--- config.mk ---
export PLATFORM = sky130hd
export DESIGN_NAME = sector_block_protect_bits
export DESIGN_NICKNAME = d
export VERILOG_FILES = /design/src/hdl/protect_pkg.sv /design/src/hdl/op_timer.sv /design/src/hdl/sector_block_protect_bits.sv
export SDC_FILE = /design/constraint.sdc
export NUM_CORES = 1
export LEC_CHECK = 0
export BUFFER_PORTS_ARGS = -buffer_cell sky130_fd_sc_hd__clkbuf_2
export CAP_MARGIN = 5
export CORE_MARGIN = 3
export CORE_UTILIZATION = 49
export CTS_CLUSTER_DIAMETER = 100
export DETAILED_ROUTE_END_ITERATION = 16
export HOLD_SLACK_MARGIN = 0.05
export PLACE_DENSITY = 0.65
export SYNTH_ARGS = -nofsm -noshare
export SYNTH_HDL_FRONTEND = slang
export SYNTH_SLANG_ARGS = --single-unit
--- constraint.sdc ---
create_clock -name sys_clk -period 2.8 [get_ports sys_clk]
set_input_delay 0.42 -clock sys_clk [delete_from_list [all_inputs] [get_ports sys_clk]]
set_output_delay 0.42 -clock sys_clk [all_outputs]
set_load 0.05 [all_outputs]
--- src/hdl/protect_pkg.sv ---
// Package with constants and types for the block protection logic.
package protect_pkg;
  localparam int unsigned NUM_BLOCKS = 256;
  localparam int unsigned BLK_W = 8;
  localparam int unsigned ADDR_W = 26;
  localparam int unsigned BLOCK_LSB = 18;
  localparam int unsigned CLK_NS = 50;
  localparam int unsigned PROG_TIME_US = 200;
  localparam int unsigned ERASE_TIME_US = 1000;
  localparam int unsigned PROG_CYCLES = (PROG_TIME_US * 1000 + CLK_NS - 1) / CLK_NS;
  localparam int unsigned ERASE_CYCLES = (ERASE_TIME_US * 1000 + CLK_NS - 1) / CLK_NS;
  localparam int unsigned CNT_W = 20;
  localparam logic [7:0] ADDR_STATUS = 8'h00;
  localparam logic [7:0] ADDR_CTRL = 8'h04;
  localparam logic [7:0] ADDR_EXT = 8'h08;
  localparam logic [7:0] ADDR_QUERY = 8'h0C;
  localparam int unsigned ST_BUSY = 0;
  localparam int unsigned ST_PERR = 1;
  localparam int unsigned ST_EERR = 2;
  localparam int unsigned ST_PROT = 3;
  localparam int unsigned ST_LOCK = 4;

  typedef enum logic [2:0]
  {
    CMD_NONE = 3'h0,
    CMD_PERSIST_PROG = 3'h1,
    CMD_PERSIST_ERASE = 3'h2,
    CMD_PERSIST_READ = 3'h3,
    CMD_DYNAMIC_WRITE = 3'h4,
    CMD_ARRAY_PROG = 3'h5,
    CMD_ARRAY_ERASE = 3'h6,
    CMD_LOCK_CLEAR = 3'h7
  } cmd_e;

  typedef struct packed
  {
    cmd_e cmd;
    logic [ADDR_W-1:0] addr;
    logic value;
  } cmd_s;
endpackage : protect_pkg

--- src/hdl/op_timer.sv ---
// Down counter that times a non-volatile program or erase operation.
`timescale 1ns/10ps
module op_timer
  import protect_pkg::*;
(
  input wire logic sys_clk,
  input wire logic rst_b,
  input wire logic start,
  input wire logic [CNT_W-1:0] load,
  output logic done
);
  logic [CNT_W-1:0] count;
  logic run;

  always_ff @(posedge sys_clk or negedge rst_b)
  begin
    if (!rst_b)
    begin
      count <= '0;
      run <= 1'b0;
      done <= 1'b0;
    end
    else
    begin
      done <= 1'b0;
      if (start)
      begin
        count <= load;
        run <= 1'b1;
      end
      else if (run)
      begin
        if (count <= 20'h00001)
        begin
          run <= 1'b0;
          done <= 1'b1;
        end
        else
        begin
          count <= count - 20'h00001;
        end
      end
    end
  end
endmodule : op_timer

--- src/hdl/sector_block_protect_bits.sv ---
// Per-block persistent and dynamic write protection with a register port.
//
// Local design decisions: the address map and the strobed register port.
`timescale 1ns/10ps
module sector_block_protect_bits
  import protect_pkg::*;
(
  input wire logic sys_clk,
  input wire logic rst_b,
  input wire logic [7:0] reg_addr,
  input wire logic [31:0] reg_wdata,
  input wire logic reg_wr,
  input wire logic reg_rd,
  output logic [31:0] reg_rdata,
  output logic array_read_ok,
  output logic array_op_grant
);
  typedef enum logic [2:0]
  {
    S_IDLE = 3'b001,
    S_PROG = 3'b010,
    S_ERASE = 3'b100
  } state_e;

  state_e state;
  logic [NUM_BLOCKS-1:0] persistent_protect_bit;
  logic [NUM_BLOCKS-1:0] dynamic_protect_bit;
  logic persistent_lock_bit;
  logic [BLK_W-1:0] op_block;
  logic [BLK_W-1:0] query_block;
  logic query_value;
  logic query_prot;
  logic perr;
  logic eerr;
  logic prot_err;
  logic timer_start;
  logic [CNT_W-1:0] timer_load;
  logic timer_done;
  logic busy;
  cmd_s cmd;
  logic cmd_valid;
  logic [BLK_W-1:0] cmd_block;
  logic addr_ok;
  logic next_busy;

  function automatic logic [BLK_W-1:0] block_of(input logic [ADDR_W-1:0] a);
    block_of = a[ADDR_W-1:BLOCK_LSB];
  endfunction : block_of

  function automatic logic block_protected(input logic pbit, input logic dbit);
    block_protected = !pbit || !dbit;
  endfunction : block_protected

  assign cmd = cmd_s'(reg_wdata[ADDR_W+3:0]);
  assign cmd_valid = reg_wr && (reg_addr == ADDR_CTRL);
  assign cmd_block = block_of(cmd.addr);
  assign addr_ok = (cmd.addr[BLOCK_LSB-1:0] == '0);
  assign busy = (state != S_IDLE);
  assign next_busy = busy && !timer_done;

  // Command sequencing for persistent bit program and erase.
  always_ff @(posedge sys_clk or negedge rst_b)
  begin
    if (!rst_b)
    begin
      state <= S_IDLE;
      op_block <= '0;
      timer_start <= 1'b0;
      timer_load <= '0;
    end
    else
    begin
      timer_start <= 1'b0;
      unique case (state)
        S_IDLE:
        begin
          if (cmd_valid && persistent_lock_bit)
          begin
            if (cmd.cmd == CMD_PERSIST_PROG)
            begin
              state <= S_PROG;
              op_block <= cmd_block;
              timer_start <= 1'b1;
              timer_load <= CNT_W'(PROG_CYCLES);
            end
            else if (cmd.cmd == CMD_PERSIST_ERASE)
            begin
              state <= S_ERASE;
              timer_start <= 1'b1;
              timer_load <= CNT_W'(ERASE_CYCLES);
            end
          end
        end
        S_PROG, S_ERASE:
        begin
          if (timer_done)
          begin
            state <= S_IDLE;
          end
        end
      endcase
    end
  end

  op_timer u_timer
  (
    .sys_clk(sys_clk),
    .rst_b(rst_b),
    .start(timer_start),
    .load(timer_load),
    .done(timer_done)
  );

  // Non-volatile bits are modelled as flops reset to the erased state.
  always_ff @(posedge sys_clk or negedge rst_b)
  begin
    if (!rst_b)
    begin
      persistent_protect_bit <= '1;
    end
    else if (timer_done && state == S_PROG)
    begin
      persistent_protect_bit[op_block] <= 1'b0;
    end
    else if (timer_done && state == S_ERASE)
    begin
      persistent_protect_bit <= '1;
    end
  end

  // Dynamic bits clear to unprotected on any reset.
  always_ff @(posedge sys_clk or negedge rst_b)
  begin
    if (!rst_b)
    begin
      dynamic_protect_bit <= '1;
    end
    else if (cmd_valid && !busy && cmd.cmd == CMD_DYNAMIC_WRITE)
    begin
      dynamic_protect_bit[cmd_block] <= cmd.value;
    end
  end

  // Lock bit can only be cleared; reset sets it again.
  always_ff @(posedge sys_clk or negedge rst_b)
  begin
    if (!rst_b)
    begin
      persistent_lock_bit <= 1'b1;
    end
    else if (cmd_valid && !busy && cmd.cmd == CMD_LOCK_CLEAR)
    begin
      persistent_lock_bit <= 1'b0;
    end
  end

  // Query results, error flags and array grants.
  always_ff @(posedge sys_clk or negedge rst_b)
  begin
    if (!rst_b)
    begin
      query_block <= '0;
      query_value <= 1'b1;
      query_prot <= 1'b0;
      perr <= 1'b0;
      eerr <= 1'b0;
      prot_err <= 1'b0;
      array_op_grant <= 1'b0;
    end
    else
    begin
      array_op_grant <= 1'b0;
      if (cmd_valid && !busy)
      begin
        unique case (cmd.cmd)
          CMD_PERSIST_READ:
          begin
            query_block <= cmd_block;
            query_value <= addr_ok ? persistent_protect_bit[cmd_block] : 1'b0;
            query_prot <= block_protected(persistent_protect_bit[cmd_block],
                                          dynamic_protect_bit[cmd_block]);
          end
          CMD_PERSIST_PROG:
          begin
            perr <= !persistent_lock_bit;
            prot_err <= !persistent_lock_bit;
          end
          CMD_PERSIST_ERASE:
          begin
            eerr <= !persistent_lock_bit;
            prot_err <= !persistent_lock_bit;
          end
          CMD_ARRAY_PROG, CMD_ARRAY_ERASE:
          begin
            if (block_protected(persistent_protect_bit[cmd_block],
                                dynamic_protect_bit[cmd_block]))
            begin
              prot_err <= 1'b1;
              perr <= (cmd.cmd == CMD_ARRAY_PROG);
              eerr <= (cmd.cmd == CMD_ARRAY_ERASE);
            end
            else
            begin
              array_op_grant <= 1'b1;
            end
          end
          default:
          begin
          end
        endcase
      end
    end
  end

  // Array reads are blocked while a persistent bit program runs.
  always_ff @(posedge sys_clk or negedge rst_b)
  begin
    if (!rst_b)
    begin
      array_read_ok <= 1'b1;
    end
    else
    begin
      array_read_ok <= !(next_busy && state == S_PROG) &&
                       !(cmd_valid && !busy && persistent_lock_bit &&
                         cmd.cmd == CMD_PERSIST_PROG);
    end
  end

  // Register read port with one cycle latency.
  always_ff @(posedge sys_clk or negedge rst_b)
  begin
    if (!rst_b)
    begin
      reg_rdata <= '0;
    end
    else if (reg_rd)
    begin
      unique case (reg_addr)
        ADDR_STATUS: reg_rdata <= {27'h0000000, persistent_lock_bit, prot_err, eerr, perr,
                                   busy};
        ADDR_EXT: reg_rdata <= {29'h00000000, state == S_ERASE, state == S_PROG,
                                busy};
        ADDR_QUERY: reg_rdata <= {22'h000000, query_prot, query_value, query_block};
        default: reg_rdata <= 32'h00000000;
      endcase
    end
    else
    begin
      reg_rdata <= 32'h00000000;
    end
  end

  a_prog_clears_bit: assert property (@(posedge sys_clk) disable iff (!rst_b)
    (state == S_PROG && timer_done) |=> !persistent_protect_bit[$past(op_block)])
    else $error("programmed persistent bit not zero");

  a_prog_one_bit: assert property (@(posedge sys_clk) disable iff (!rst_b)
    (state == S_PROG && timer_done) |=> persistent_protect_bit ==
      ($past(persistent_protect_bit) & ~({{(NUM_BLOCKS-1){1'b0}}, 1'b1} << $past(op_block))))
    else $error("program touched another persistent bit");

  a_erase_sets_all: assert property (@(posedge sys_clk) disable iff (!rst_b)
    (state == S_ERASE && timer_done) |=> (&persistent_protect_bit))
    else $error("erase left a persistent bit at zero");

  a_lock_refuses: assert property (@(posedge sys_clk) disable iff (!rst_b)
    (cmd_valid && !busy && !persistent_lock_bit &&
     (cmd.cmd == CMD_PERSIST_PROG || cmd.cmd == CMD_PERSIST_ERASE)) |=> (state == S_IDLE))
    else $error("locked persistent bits began changing");

  a_lock_sticks: assert property (@(posedge sys_clk) disable iff (!rst_b)
    !persistent_lock_bit |=> !persistent_lock_bit)
    else $error("lock bit set again without reset");

  a_persist_hold: assert property (@(posedge sys_clk) disable iff (!rst_b)
    (state == S_IDLE) |=> $stable(persistent_protect_bit))
    else $error("persistent bits changed with no operation");

  a_dynamic_write: assert property (@(posedge sys_clk) disable iff (!rst_b)
    (cmd_valid && !busy && cmd.cmd == CMD_DYNAMIC_WRITE)
    |=> dynamic_protect_bit[$past(cmd_block)] == $past(cmd.value))
    else $error("dynamic bit not stored");

  a_no_read_prog: assert property (@(posedge sys_clk) disable iff (!rst_b)
    (state == S_PROG && !timer_done) |=> !array_read_ok)
    else $error("array read allowed during program");

  a_read_restored: assert property (@(posedge sys_clk) disable iff (!rst_b)
    (state == S_PROG && timer_done) |=> array_read_ok)
    else $error("array read still blocked after program");

  a_reject_protected: assert property (@(posedge sys_clk) disable iff (!rst_b)
    (cmd_valid && !busy && cmd.cmd == CMD_ARRAY_PROG &&
     !persistent_protect_bit[cmd_block]) |=> (!array_op_grant && prot_err))
    else $error("protected block granted");

  a_dyn_masked: assert property (@(posedge sys_clk) disable iff (!rst_b)
    (cmd_valid && !busy && cmd.cmd == CMD_ARRAY_ERASE && !persistent_protect_bit[cmd_block])
    |=> (!array_op_grant && eerr))
    else $error("erase granted on persistently protected block");

  a_grant_open: assert property (@(posedge sys_clk) disable iff (!rst_b)
    (cmd_valid && !busy && (cmd.cmd == CMD_ARRAY_PROG || cmd.cmd == CMD_ARRAY_ERASE) &&
     persistent_protect_bit[cmd_block] && dynamic_protect_bit[cmd_block])
    |=> array_op_grant)
    else $error("unprotected block refused");

  a_busy_status: assert property (@(posedge sys_clk) disable iff (!rst_b)
    (reg_rd && reg_addr == ADDR_STATUS) |=> reg_rdata[ST_BUSY] == $past(busy))
    else $error("status busy mismatch");

  a_ext_erase: assert property (@(posedge sys_clk) disable iff (!rst_b)
    (reg_rd && reg_addr == ADDR_EXT) |=> reg_rdata[2] == $past(state == S_ERASE))
    else $error("extended erase flag mismatch");

  a_rdata_idle: assert property (@(posedge sys_clk) disable iff (!rst_b)
    !reg_rd |=> reg_rdata == 32'h00000000)
    else $error("read data outside its cycle");

  a_prog_time: assert property (@(posedge sys_clk) disable iff (!rst_b)
    timer_start |=> !timer_done [*8])
    else $error("operation finished too early");

  a_query_value: assert property (@(posedge sys_clk) disable iff (!rst_b)
    (cmd_valid && !busy && cmd.cmd == CMD_PERSIST_READ && addr_ok)
    |=> query_value == $past(persistent_protect_bit[cmd_block]))
    else $error("persistent read wrong");
endmodule : sector_block_protect_bits

==> key figures <==
Critical path
  • Crit path required time: 3.28 ns
  • Slowest stage delay, CP: 0.60 ns
  • Worst setup path category: reg2reg
  • Kind of end point of the critical path: register
  • Worst Path Max Fanout: 6
  • Delay-heaviest family, CP: simple AND/OR/NAND/NOR gates
  • Worst EP arrival: 3.18 ns
  • Critical-path cell list: mux4_4 > a22oi_2 > a21oi_2 > or4_4 > a211oi_4 > buf_6 > nor2_1 > and3_1
  • Critical-path top delay cell: mux4_4
  • CP Launch Type: register
  • CP Depth: 8
  • FF-to-FF path depth: 8
  • Critical path buffer and inverter count: 1

Synthesis
  • Ranking of synthesized cells by area: dfstp_2, mux2_2, mux4_2
  • Top cell type's share of synthesized area: 48.58%
  • Cell count after synthesis: 2,399
  • Library cells used by synthesis: 62
  • Top FF cell, synth: dfstp_2
  • Ys async rst share: 100.0%
  • Avg Inst Size Synth: 11.63 um2
  • Mapped cell area: 27,910 um2
  • Synthesis-stage register bit count: 575
  • Yosys warns: 0
  • Post-synth EDFFs: 0
  • Seq/Total Area, Yosys: 53.87%
  • Area leader, netlist: dfstp_2

Power
  • Sw Pwr: 0.004142 W
  • Clk network pwr share: 49.4%
  • Total power: 0.01818 W
  • Pwr dens: 563.4 nW/um2
  • Leakage Power: 14.05 nW
  • VDD IR max: 413.5 uV
  • Cell Int Power: 0.01404 W
  • Switching Share: 22.78%
  • Reg power frac: 46.0%
  • Combinational power share: 4.7%

Cells and area
  • Fillers: 4,560
  • Layout cells sized above 1: 49.20%
  • Non-filler cells, final: 3,308
  • Fin area: 32,270 um2
  • Area Overhead vs Synth: 15.63%
  • Layout Nets: 2,551
  • Core Util, Final: 57.90%

Placement
  • Number of port buffers: 53
  • Cell area after placement: 29,930 um2
  • HPWL Detailed: 46,040 um
  • RePlAce Congestion: 0.8209
  • Placed Cells: 3,185

Global route
  • First-pass GRT wire length: 114,400 um
  • GRT Util Overall: 24.34%
  • Vias in the first global route: 20,260
  • Largest net degree at the start of global routing: 153
  • Initial antenna violation count: 2
  • GRT overflow: 0

Timing
  • Final TNS setup: 0 ns
  • Final worst-path cycle share: 96.52%
  • Final setup viols: 0
  • Worst slew margin: 50.00%
  • Worst Skew: 0.02984 ns
  • Pins Over Slew Limit: 0
  • Final hold violations: 0
  • F_max: 370.0 MHz
  • Min cycle time layout: 2.703 ns
  • Worst slew pin tran: 0.7443 ns
  • RSZ-0062 raised after global routing: no

CTS
  • Hold-fix buffers, CTS: 0
  • CTS tree: built
  • Worst-path clk slew: 0.06 ns
  • CTS Sinks: 575
  • H-tree depth: 3
  • CTS Root Cell: clkbuf_16
  • Total CTS buffers: 66
  • CTS Buffer Depth: 3
  • Latest clock arrival within the worst-skew pair: 0.61 ns

Die
  • Die H: 244.7 um
  • Placeable Area: 55,740 um2
  • Initial Utilization: 50.07%
  • Boundary Pins: 78
  • Die W: 244.7 um
  • Total die area: 59,860 um2
  • FP Rows: 86

Job
  • Total of max-cap violations: 0

Detailed routing
  • ANT nets after route: 0
  • Vias: 19,370
  • Vias per inst: 5.856
  • DRC errors left: 0
  • WL final: 71,980 um
  • Drt initial violations: 1,630
  • Router iterations before antenna repair: 6
  • DR WL/cell: 21.76 um

Worst hold path
  • Hold Path Depth: 4
  • Type of the worst min-delay path: in2reg

Status
  • Status: complete, no violations
==> cells in the mapped netlist (8+ instances only) <==
cell	instances
xor2_1	10
mux4_2	108
buf_2	14
o21ai_0	266
nand3_1	38
nor2_1	230
nor2b_1	18
buf_6	12
nand4_1	8
nand2_1	402
inv_1	12
dfrtp_1	59
buf_4	28
nor3_1	15
xnor2_1	9
mux2_2	265
mux4_1	17
a21oi_1	43
a22oi_1	66
dfstp_2	516
nand2b_1	9
clkbuf_1	145
nor4_1	17
==> through the flow <==
step | hold slack [ns] | worst slack (ns)
5_1_grt | 0.1091 | 0.003841
3_5_place_dp | 0.4673 | -0.5383
4_1_cts | 0.06971 | 0.01881
3_3_place_gp | 0.4487 | -0.4719
2_1_floorplan | 0.1244 | 0.03784
6_report | 0.08744 | 0.09748
==> worst reg2reg max path, stage by stage, from the launching register on <==
cell and delay (ns):
dfstp_2 0.37, mux4_4 0.60, a22oi_2 0.21, a21oi_2 0.09, or4_4 0.58, a211oi_4 0.33
buf_6 0.17, nor2_1 0.05, and3_1 0.18
==> routing by layer <==
layer	wire [um]	vias to the layer above	global-route usage [%]	share of wire [%]
met2	34440	610	39.38	48
met1	30840	10010	32.96	43
met5	40	-	0	0.056
met4	2109	6	8.510	2.9
met3	4557	149	4.905	6.3
li1	-	8597	-	-
==> logic make-up after synthesis <==
group | share of synthesized area, %
buffers and inverters | 4.236
muxes | 21.52
other | 0.01344
AOI/OAI and AO/OA | 8.047
and+or+nand+nor | 11.63
xor gates and xnor gates | 0.5963
adders and majority gates | 0.08965
DFF | 53.87
==> flip-flops by register name, summed over array words and instances, names as in the netlist, 3 cells and up <==
| name | cells |
|---|---|
| op_block | 8 |
| u_timer.count | 20 |
| state | 3 |
| query_block | 8 |
| reg_rdata | 10 |
| timer_load | 3 |
| dynamic_protect_bit | 256 |
| persistent_protect_bit | 256 |
==> repair_timing <==
item	CTS	global route
gates resized for setup	4	11
buffers inserted	0	0
endpoints found under the hold margin	0	0
pin swaps	0	2
endpoints found under the setup margin	62	56
==> power groups by stage <==
stage                     Combinational (W)  Sequential, W  Clock, W
after floorplan                    0.000414        0.00848         0
after CTS                          0.000852        0.00835   0.00917
final                              0.000847        0.00835   0.00898
after global routing               0.000911        0.00835   0.00954
after detailed placement           0.000851        0.00847         0
after global placement             0.000837        0.00847         0
==> path summary, 6_finish.rpt <==
check / from / end / slack [ns]
max in group asynchronous: rst_b / query_value / 2.11
min in group asynchronous: rst_b / dynamic_protect_bit[31] / 0.10
worst min register to register: timer_load[11] / timer_load[11] / 0.47
worst max register to register: dynamic_protect_bit[31] / array_op_grant / 0.1
worst max-delay path: dynamic_protect_bit[31] / array_op_grant / 0.1
worst min-delay path: reg_wdata[1] / query_value / 0.09
==> cell type report <==
cell class,count,area (um2),share of cell area [%]
Clock buffer,100,2034,6.304
Sequential cell,575,15030,46.59
Inverter,12,45.04,0.1396
Clock inverter,22,261.5,0.8103
Timing Repair Buffer,233,2126,6.587
Tap cell,748,935.9,2.900
Antenna cell,1,2.502,0.007754
Multi-Input combinational cell,1617,11830,36.66
==> layout by cell type, fill, tap and decap left out, drive strengths merged, types with 13 or more instances in the layout <==
cell type,instances
dfstp,516
clkinv,13
buf,183
mux2,271
nor3,16
a22oi,66
mux4,128
nor2,233
a21oi,43
conb,22
inv,16
nand2,402
clkbuf,150
nor2b,18
dfrtp,59
o21ai,266
nor4,17
nand3,38
No activity file was read; power rests on OpenSTA's default activity.
